`src/inc/cfep_pkg.sv`:
```
package cfep_pkg;

  // ----------------------------------------------------------------
  // Widths
  // ----------------------------------------------------------------
  localparam int PC_W   = 21;
  localparam int WORD_W = 16;
  localparam int DATA_W = 8;
  localparam int DM_AW  = 12;
  localparam int SP_W   = 5;

  // ----------------------------------------------------------------
  // Reset values and fixed steps
  // ----------------------------------------------------------------
  localparam logic [PC_W-1:0]   PC_RESET = 21'h000000;
  localparam logic [PC_W-1:0]   PC_STEP  = 21'h000002;
  localparam logic [WORD_W-1:0] NOP_WORD = 16'h0000;

  // ----------------------------------------------------------------
  // Instruction fields and opcodes (top nibble)
  // ----------------------------------------------------------------
  localparam int OPC_MSB = 15;
  localparam int OPC_LSB = 12;
  localparam int REL_MSB = 10;
  localparam int ACC_BIT = 7;
  localparam logic [3:0] OP_LIT_TO_W    = 4'h1;
  localparam logic [3:0] OP_LATCH_TO_W  = 4'h4;
  localparam logic [3:0] OP_TAB_PTR     = 4'h5;
  localparam logic [3:0] OP_TAB_XFER    = 4'h6;
  localparam logic [3:0] OP_ADD_W_FILE  = 4'h8;
  localparam logic [3:0] OP_RETURN_LIT  = 4'h9;
  localparam logic [3:0] OP_TEST_SKIP   = 4'ha;
  localparam logic [3:0] OP_BRANCH_REL  = 4'hb;
  localparam logic [3:0] OP_MOVE_FILE   = 4'hc;
  localparam logic [3:0] OP_CALL_ABS    = 4'hd;
  localparam logic [3:0] OP_JUMP_ABS    = 4'he;
  localparam logic [3:0] OP_SECOND_WORD = 4'hf;

  // ----------------------------------------------------------------
  // Data memory map
  // ----------------------------------------------------------------
  localparam logic [3:0]       ACCESS_HI_BANK = 4'hf;
  localparam logic [3:0]       ACCESS_LO_BANK = 4'h0;
  localparam logic [DM_AW-1:0] PC_LOW_FILE    = 12'hff9;

  // ----------------------------------------------------------------
  // Instruction cycle phases, Gray coded
  // ----------------------------------------------------------------
  typedef enum logic [1:0] {
    PH_ONE   = 2'b00,
    PH_TWO   = 2'b01,
    PH_THREE = 2'b11,
    PH_FOUR  = 2'b10
  } cfep_phase_t;

  localparam cfep_phase_t PHASE_RESET = PH_FOUR;

endpackage : cfep_pkg

```
`src/inc/cfep_phase_if.sv`:
```
interface cfep_phase_if;
  logic phase_one;
  logic phase_two;
  logic phase_three;
  logic phase_four;
  modport gen (output phase_one, phase_two, phase_three, phase_four);
  modport sink (input phase_one, phase_two, phase_three, phase_four);
endinterface : cfep_phase_if

```
`src/design/cfep_phase_gen.sv`:
```
module cfep_phase_gen
  import cfep_pkg::*;
(
  input wire logic   clk,
  input wire logic   rst_n,
  cfep_phase_if.gen  ph
);

  typedef struct packed {
    cfep_phase_t phase;
    logic [3:0]  hot;
  } cfep_gen_state_t;

  cfep_gen_state_t s_r;
  cfep_gen_state_t s_nxt;

  // ----------------------------------------------------------------
  // Divide by four into one-hot phase marks
  // ----------------------------------------------------------------
  // Each mark is one clock wide, so phases never overlap.
  always_comb begin
    s_nxt = s_r;
    case (s_r.phase)
      PH_ONE:   s_nxt.phase = PH_TWO;
      PH_TWO:   s_nxt.phase = PH_THREE;
      PH_THREE: s_nxt.phase = PH_FOUR;
      default:  s_nxt.phase = PH_ONE;
    endcase
    case (s_nxt.phase)
      PH_ONE:   s_nxt.hot = 4'h1;
      PH_TWO:   s_nxt.hot = 4'h2;
      PH_THREE: s_nxt.hot = 4'h4;
      default:  s_nxt.hot = 4'h8;
    endcase
  end

  // Reset parks in phase four so the first cycle after release is one.
  always_ff @(posedge clk or negedge rst_n) begin
    if (!rst_n) begin
      s_r <= '{phase: PHASE_RESET, hot: 4'h8};
    end else begin
      s_r <= s_nxt;
    end
  end

  assign ph.phase_one   = s_r.hot[0];
  assign ph.phase_two   = s_r.hot[1];
  assign ph.phase_three = s_r.hot[2];
  assign ph.phase_four  = s_r.hot[3];
endmodule : cfep_phase_gen

```
`src/design/cfep_core.sv`:
```
module cfep_core
  import cfep_pkg::*;
#(
  parameter int STACK_DEPTH = 31
)(
  input  wire logic              REF_CLK,
  input  wire logic              RSTN,
  output logic [PC_W-1:0]        PM_ADDR,
  output logic                   PM_RD,
  input  wire logic [WORD_W-1:0] PM_RDATA,
  output logic [DM_AW-1:0]       DM_ADDR,
  output logic                   DM_RD,
  output logic                   DM_WR,
  output logic [DATA_W-1:0]      DM_WDATA,
  input  wire logic [DATA_W-1:0] DM_RDATA,
  output logic [PC_W-1:0]        TB_ADDR,
  output logic                   TB_RD,
  output logic                   TB_WR,
  output logic [DATA_W-1:0]      TB_WDATA,
  input  wire logic [DATA_W-1:0] TB_RDATA,
  output logic [DATA_W-1:0]      WORKING_REGISTER,
  output logic [WORD_W-1:0]      INSTRUCTION_REGISTER,
  output logic [PC_W-1:0]        PROGRAM_COUNTER
);

  if (STACK_DEPTH < 1 || STACK_DEPTH > 31) begin : g_depth_check
    $error("STACK_DEPTH must lie in 1..31.");
  end

  localparam logic [SP_W-1:0] STACK_TOP = SP_W'(STACK_DEPTH);

  typedef struct packed {
    logic [PC_W-1:0]                   pc;
    logic [PC_W-1:0]                   fetch_pc;
    logic [WORD_W-1:0]                 fetch_word;
    logic                              fetch_valid;
    logic [WORD_W-1:0]                 instr;
    logic                              instr_valid;
    logic [PC_W-1:0]                   instr_next_pc;
    logic                              second_pending;
    logic [DATA_W-1:0]                 operand;
    logic [DATA_W-1:0]                 work_reg;
    logic [PC_W-1:0]                   tab_ptr;
    logic [DATA_W-1:0]                 tab_latch;
    logic [STACK_DEPTH-1:0][PC_W-1:0]  stack;
    logic [SP_W-1:0]                   sp;
    logic                              pm_rd;
    logic [DM_AW-1:0]                  dm_addr;
    logic                              dm_rd;
    logic                              dm_wr;
    logic [DATA_W-1:0]                 dm_wdata;
    logic                              tb_rd;
    logic                              tb_wr;
  } cfep_core_state_t;

  cfep_core_state_t s_r;
  cfep_core_state_t s_nxt;

  cfep_phase_if ph ();

  cfep_phase_gen u_phase (
    .clk   (REF_CLK),
    .rst_n (RSTN),
    .ph    (ph.gen)
  );

  // ----------------------------------------------------------------
  // Decode
  // ----------------------------------------------------------------
  // In phase one the decode looks at the word about to be loaded, so
  // the phase-two read strobe can leave a flip-flop on time.
  logic [WORD_W-1:0] load_word;
  logic [WORD_W-1:0] cur_instr;
  logic [3:0]        op;
  logic [DM_AW-1:0]  file_addr;
  logic [DM_AW-1:0]  src_addr;
  logic              is_pc_low;
  logic              reads_file;
  logic [PC_W-1:0]   rel_off;
  logic [PC_W-1:0]   abs_target;
  logic [PC_W-1:0]   ret_addr;
  logic [DATA_W-1:0] sum;
  logic              take_branch;
  logic              skip_taken;
  logic              flush;
  logic [PC_W-1:0]   target;

  assign load_word = s_r.fetch_valid ? s_r.fetch_word : NOP_WORD;
  assign cur_instr = ph.phase_one ? load_word : s_r.instr;
  assign op        = cur_instr[OPC_MSB:OPC_LSB];
  assign file_addr = cur_instr[ACC_BIT] ?
                     {ACCESS_HI_BANK, cur_instr[7:0]} :
                     {ACCESS_LO_BANK, cur_instr[7:0]};
  assign src_addr  = (op == OP_MOVE_FILE) ? cur_instr[DM_AW-1:0] : file_addr;
  assign is_pc_low = (op == OP_ADD_W_FILE) && (file_addr == PC_LOW_FILE);
  assign reads_file = (op == OP_ADD_W_FILE) || (op == OP_TEST_SKIP) ||
                      (op == OP_MOVE_FILE);
  // Offset counts words, so it is doubled into bytes.
  assign rel_off    = {{(PC_W-REL_MSB-2){s_r.instr[REL_MSB]}},
                       s_r.instr[REL_MSB:0], 1'b0};
  // The second word is on the fetch bus while the first executes.
  assign abs_target = {s_r.instr[7:0], PM_RDATA[DM_AW-1:0], 1'b0};
  assign ret_addr   = (s_r.sp == '0) ? PC_RESET :
                      s_r.stack[s_r.sp - 5'h01];
  assign sum        = s_r.work_reg + s_r.operand;

  assign take_branch = ph.phase_four &&
                       ((op == OP_JUMP_ABS) || (op == OP_CALL_ABS) ||
                        (op == OP_BRANCH_REL) || (op == OP_RETURN_LIT) ||
                        is_pc_low);
  assign skip_taken  = ph.phase_four && (op == OP_TEST_SKIP) &&
                       (s_r.operand == '0);
  assign flush       = take_branch || skip_taken;

  // A computed jump keeps bit zero clear even for an odd offset.
  always_comb begin
    case (op)
      OP_JUMP_ABS, OP_CALL_ABS: target = abs_target;
      OP_BRANCH_REL: target = s_r.instr_next_pc + rel_off;
      OP_RETURN_LIT: target = ret_addr;
      default: target = {s_r.instr_next_pc[PC_W-1:8], sum[7:1], 1'b0};
    endcase
  end

  // ----------------------------------------------------------------
  // Pipeline sequencing
  // ----------------------------------------------------------------
  always_comb begin
    s_nxt       = s_r;
    s_nxt.dm_rd = 1'b0;
    s_nxt.dm_wr = 1'b0;
    s_nxt.tb_rd = 1'b0;
    s_nxt.tb_wr = 1'b0;
    if (ph.phase_one) begin
      s_nxt.instr         = load_word;
      s_nxt.instr_valid   = s_r.fetch_valid;
      s_nxt.instr_next_pc = s_r.fetch_pc + PC_STEP;
      s_nxt.fetch_pc      = s_r.pc;
      s_nxt.pc            = s_r.pc + PC_STEP;
      s_nxt.pm_rd         = 1'b1;
      if (reads_file) begin
        s_nxt.dm_rd   = 1'b1;
        s_nxt.dm_addr = src_addr;
      end
      s_nxt.tb_rd = (op == OP_TAB_XFER) && !cur_instr[0];
    end
    if (ph.phase_three) begin
      if (reads_file) begin
        s_nxt.operand = is_pc_low ? s_r.instr_next_pc[7:0] : DM_RDATA;
      end
      if ((op == OP_ADD_W_FILE) && !is_pc_low) begin
        s_nxt.dm_wr    = 1'b1;
        s_nxt.dm_addr  = file_addr;
        s_nxt.dm_wdata = s_r.work_reg + DM_RDATA;
      end
      // Literal of the second word is the destination address.
      if ((op == OP_SECOND_WORD) && s_r.second_pending) begin
        s_nxt.dm_wr    = 1'b1;
        s_nxt.dm_addr  = s_r.instr[DM_AW-1:0];
        s_nxt.dm_wdata = s_r.operand;
      end
      if (op == OP_TAB_XFER) begin
        if (cur_instr[0]) begin
          s_nxt.tb_wr = 1'b1;
        end else begin
          s_nxt.tab_latch = TB_RDATA;
        end
      end
    end
    if (ph.phase_four) begin
      s_nxt.fetch_word  = PM_RDATA;
      s_nxt.fetch_valid = s_r.pm_rd && !flush;
      s_nxt.pm_rd       = 1'b0;
      // A lone second word finds no pending flag and does nothing.
      s_nxt.second_pending = (op == OP_MOVE_FILE);
      if (take_branch) begin
        s_nxt.pc = target;
      end
      case (op)
        OP_LIT_TO_W:   s_nxt.work_reg = s_r.instr[7:0];
        OP_LATCH_TO_W: s_nxt.work_reg = s_r.tab_latch;
        OP_TAB_PTR: begin
          case (s_r.instr[9:8])
            2'h0:    s_nxt.tab_ptr[7:0]   = s_r.instr[7:0];
            2'h1:    s_nxt.tab_ptr[15:8]  = s_r.instr[7:0];
            default: s_nxt.tab_ptr[20:16] = s_r.instr[4:0];
          endcase
        end
        OP_ADD_W_FILE: begin
          if (is_pc_low) begin
            s_nxt.work_reg = s_r.work_reg;
          end
        end
        // Pushes past the top are dropped rather than overwrite it.
        OP_CALL_ABS: begin
          if (s_r.sp < STACK_TOP) begin
            s_nxt.stack[s_r.sp] = s_r.pc;
            s_nxt.sp            = s_r.sp + 5'h01;
          end
        end
        OP_RETURN_LIT: begin
          s_nxt.work_reg = s_r.instr[7:0];
          if (s_r.sp != '0) begin
            s_nxt.sp = s_r.sp - 5'h01;
          end
        end
        default: s_nxt.work_reg = s_r.work_reg;
      endcase
    end
  end

  always_ff @(posedge REF_CLK or negedge RSTN) begin
    if (!RSTN) begin
      s_r <= '0;
    end else begin
      s_r <= s_nxt;
    end
  end

  assign PM_ADDR              = s_r.fetch_pc;
  assign PM_RD                = s_r.pm_rd;
  assign DM_ADDR              = s_r.dm_addr;
  assign DM_RD                = s_r.dm_rd;
  assign DM_WR                = s_r.dm_wr;
  assign DM_WDATA             = s_r.dm_wdata;
  assign TB_ADDR              = s_r.tab_ptr;
  assign TB_RD                = s_r.tb_rd;
  assign TB_WR                = s_r.tb_wr;
  assign TB_WDATA             = s_r.tab_latch;
  assign WORKING_REGISTER     = s_r.work_reg;
  assign INSTRUCTION_REGISTER = s_r.instr;
  assign PROGRAM_COUNTER      = s_r.pc;
endmodule : cfep_core

```
`config.mk`:
```
export PLATFORM = sky130hd
export DESIGN_NAME = cfep_core
export DESIGN_NICKNAME = d
export VERILOG_FILES = /design/src/inc/cfep_pkg.sv /design/src/inc/cfep_phase_if.sv /design/src/design/cfep_phase_gen.sv /design/src/design/cfep_core.sv
export SDC_FILE = /design/constraint.sdc
export NUM_CORES = 1
export LEC_CHECK = 0
export BUFFER_PORTS_ARGS = -buffer_cell sky130_fd_sc_hd__buf_2
export CAP_MARGIN = 20
export CORE_MARGIN = 1.5
export CORE_UTILIZATION = 60
export DETAILED_ROUTE_END_ITERATION = 7
export PLACE_DENSITY = 0.9
export SYNTH_ARGS = -nofsm -noshare
export SYNTH_HDL_FRONTEND = slang
export SYNTH_SLANG_ARGS = --single-unit
```
`constraint.sdc`:
```
create_clock -name REF_CLK -period 5.25 [get_ports REF_CLK]
set_clock_uncertainty 0.1 [all_clocks]
set_input_delay 0.2625 -clock REF_CLK [delete_from_list [all_inputs] [get_ports REF_CLK]]
set_output_delay 0.2625 -clock REF_CLK [all_outputs]
set_load 0.05 [all_outputs]
```
==> impl_metrics.csv <==
group,metric,value,unit
status,outcome,"completed",
critical_path,reg2reg_setup_slack,1.19,ns
critical_path,arrival,4.49,ns
sta,setup_viol,0,
clocking,cts_buffer_depth,3,
grt,grt_max_degree,169,
critical_path,required,5.68,ns
clocking,cts_setup_buffers,0,
critical_path,path_max_fanout,12,
sta,setup_ws,1.19,ns
grt,grt_pass1_wl,175,mm
floorplan,pin_count,154,
synthesis,netlist_area,0.0406,mm2
critical_path,r2r-start,"s_r[26]",
synthesis,synth-seq-area-share,0.510,
synthesis,synthesis.nets,3162,
synthesis,netlist_top_cells_area,"dfrtp_1 (51%), mux2_2 (20%), mux4_2 (9.3%), buf_4 (2.3%), nand2_1 (2.0%)",
run,maxCapViolations,0,
placed_design,dp.cells,3837,
synthesis,syn_area_per_cell,13.2,um2
sta,rsz0062_at_grt,"no",
synthesis,yosysUniqueCellTypes,80,
finish,syn_to_final_growth,9.11,%
power,ir_drop,0.432,mV
routing,viasPerCell,6.90,
routing,wl,113,mm
sta,fin_hold_ws,0.139,ns
synthesis,synth_top_area_frac,0.509,
floorplan,die_x,263,um
floorplan,rows,95,
placed_design,pre_cts_ws,1.43,ns
routing,wire_per_inst,28.1,um
critical_path,crit_top_cell,"buf_4",
clocking,cts_tree,"yes",
finish,nets,3158,
sta,hold_violations,0,
critical_path,critPathCaptureType,"register",
finish,drive_above_1_share,0.404,
synthesis,synth_top_cell_by_area,"dfrtp_1",
clocking,clkLatencyLatePin,0.65,ns
synthesis,syn_inst,3086,
synthesis,synth_edf_count,0,
floorplan,start_util,0.606,
placed_design,dp_hpwl,67.5,mm
grt,gr-total-overflow,0,
finish,n_fill_cell,4252,
power,leakage,21.4,nW
floorplan,die_h,263,um
placed_design,placed_area,0.0413,mm2
clocking,cts_buffers,81,
clocking,root_buffer,"clkbuf_16",
sta,fin_crit,4.06,ns
clocking,clock-sinks,828,
min_path,hp-class,"input port to asynchronous set/reset pin",
grt,antenna_found_initial,1,
clocking,htreeDepth,3,
sta,fmax,247,MHz
routing,num_vias,27726,
routing,dr.pass1.iters,7,
grt,grt_pass1_vias,29105,
critical_path,reg2reg_depth,9,
critical_path,cp_cell_sequence,"inv_1, ha_1, xnor2_2, buf_4, buf_4, mux4_1, nor2_1, or3_1, a31oi_1",
sta,tightest_slew,1.12,ns
routing,route.detailed.drc,0,
critical_path,crit_start,"s_r[26]",
clocking,clkTransAtPathRegs,0.07,ns
synthesis,synth_top_flop_cell,"dfrtp_1",
placed_design,io_buffers,153,
critical_path,slowest_stage,"xnor2_2",
synthesis,async_flop_share,1.00,
critical_path,timing.rr.end,"PROGRAM_COUNTER[4]",
finish,fin_area,0.0443,mm2
synthesis,yosysWarningCount,0,
synthesis,ys_ff_latch,828,
power,power.total,20.4,mW
placed_design,gp_congestion,1.04,
critical_path,start_kind,"register",
floorplan,die_area,0.0693,mm2
sta,fin_tns_setup,0,ns
power,p_per_area,460,mW/mm2
floorplan,core_area,0.0670,mm2
routing,drt_iter0_drc,3437,
sta,finalCritPeriodShare,0.773,
finish,fin_cells,4019,
sta,max-slew-margin-rel,0.248,
finish,final_util,0.661,
routing,drtAntennaViolNets,0,
critical_path,worst_path_largest_cell_delay,0.90,ns
sta,drv_slew,0,
critical_path,critPathKind,"register to register",
grt,gr-usage-all-layers,0.329,
[cell usage in the layout (no fill, tap or decap), drive strengths merged, types with 21 or more instances in the layout]
cell type,instances
dfrtp,826
mux2,710
buf,243
nand2,216
mux4,169
clkbuf,122
o21ai,107
nor2,106
a21oi,81
inv,46
nand3,43
xnor2,40
ha,39
mux2i,35
dlygate4sd3,33
xor2,30
nor3,21
[per-layer routing]
metal  wire length [um]  up-vias  track usage
met1              39900    14154        0.400
met5                  8        -            0
met2              54400     1939        0.531
met4               7370        2        0.203
met3              11200      552       0.0810
li1                   -    11079            -
[critical path, delay by kind of cell, from the launching register on]
kind	cells	cell delay [ns]
flops	1	0.63
compound gates	1	0.31
simple gates	2	0.47
mux	1	0.28
fa+ha+maj	1	0.43
xor+xnor	1	0.90
buf+inv	3	0.79
[flip-flops by register name (all words and copies together) (netlist names)]
register and count:
u_phase.ph.phase_one 1, PROGRAM_COUNTER 21, DM_RD 1, u_phase.s_r 2, WORKING_REGISTER 8, TB_WDATA 8
DM_ADDR 12, DM_WR 1, PM_ADDR 21, TB_RD 1, DM_WDATA 8, u_phase.ph.phase_three 1
s_r 703, PM_RD 1, TB_ADDR 21, TB_WR 1, INSTRUCTION_REGISTER 16, u_phase.ph.phase_four 1
[cell families (layout without fill, tap and decap cells)]
logic type | Yosys count | after routing | synth area share
adder cells (fa/ha/maj) | 42 | 42 | 0.0135
buffers and inverters | 405 | 464 | 0.0532
other | 0 | 1 | 0
flip-flops | 828 | 828 | 0.510
AND/OR/NAND/NOR | 483 | 483 | 0.0543
AO/OA/AOI/OAI | 344 | 344 | 0.0541
XOR/XNOR | 70 | 70 | 0.0156
multiplexers | 914 | 914 | 0.299
[Yosys cell counts, types with 42 or more instances]
cell type,instances
dfrtp_1,826
mux2_2,710
nand2_1,216
mux4_2,168
buf_4,127
clkbuf_1,120
nor2_1,106
o21ai_0,105
buf_2,92
a21oi_1,80
nand3_1,43
inv_1,42
[repair_timing]
action,4_1_cts,5_1_grt
resized for setup,0,0
hold buffers,33,0
endpoints found under the hold margin,134,0
[power breakdown]
group / switching [mW] / internal (mW) / total, mW
Sequential: 0.581 / 6.82 / 7.40
Clock: 2.54 / 3.38 / 5.92
Combinational: 4.88 / 2.20 / 7.08
Total: 8.00 / 12.4 / 20.4
[layout make-up]
type                            count  area [um2]  share of cell area
Timing Repair Buffer              276        1900              0.0428
Multi-Input combinational cell   1853       17800               0.401
Clock inverter                     24         322             0.00725
Sequential cell                   828       20700               0.468
Tap cell                          873        1090              0.0246
Inverter                           42         158             0.00356
Clock buffer                      122        2330              0.0526
Antenna cell                        1        2.50           0.0000565
[how the worst max path moves through the flow]
stage | end | cells past startpoint
after floorplan | PROGRAM_COUNTER[5] | 16
after global placement | PROGRAM_COUNTER[1] | 10
after detailed placement | PROGRAM_COUNTER[1] | 10
after CTS | PROGRAM_COUNTER[1] | 10
after global routing | PROGRAM_COUNTER[0] | 10
final | PROGRAM_COUNTER[4] | 9
Power figures use the tool's default switching activity.
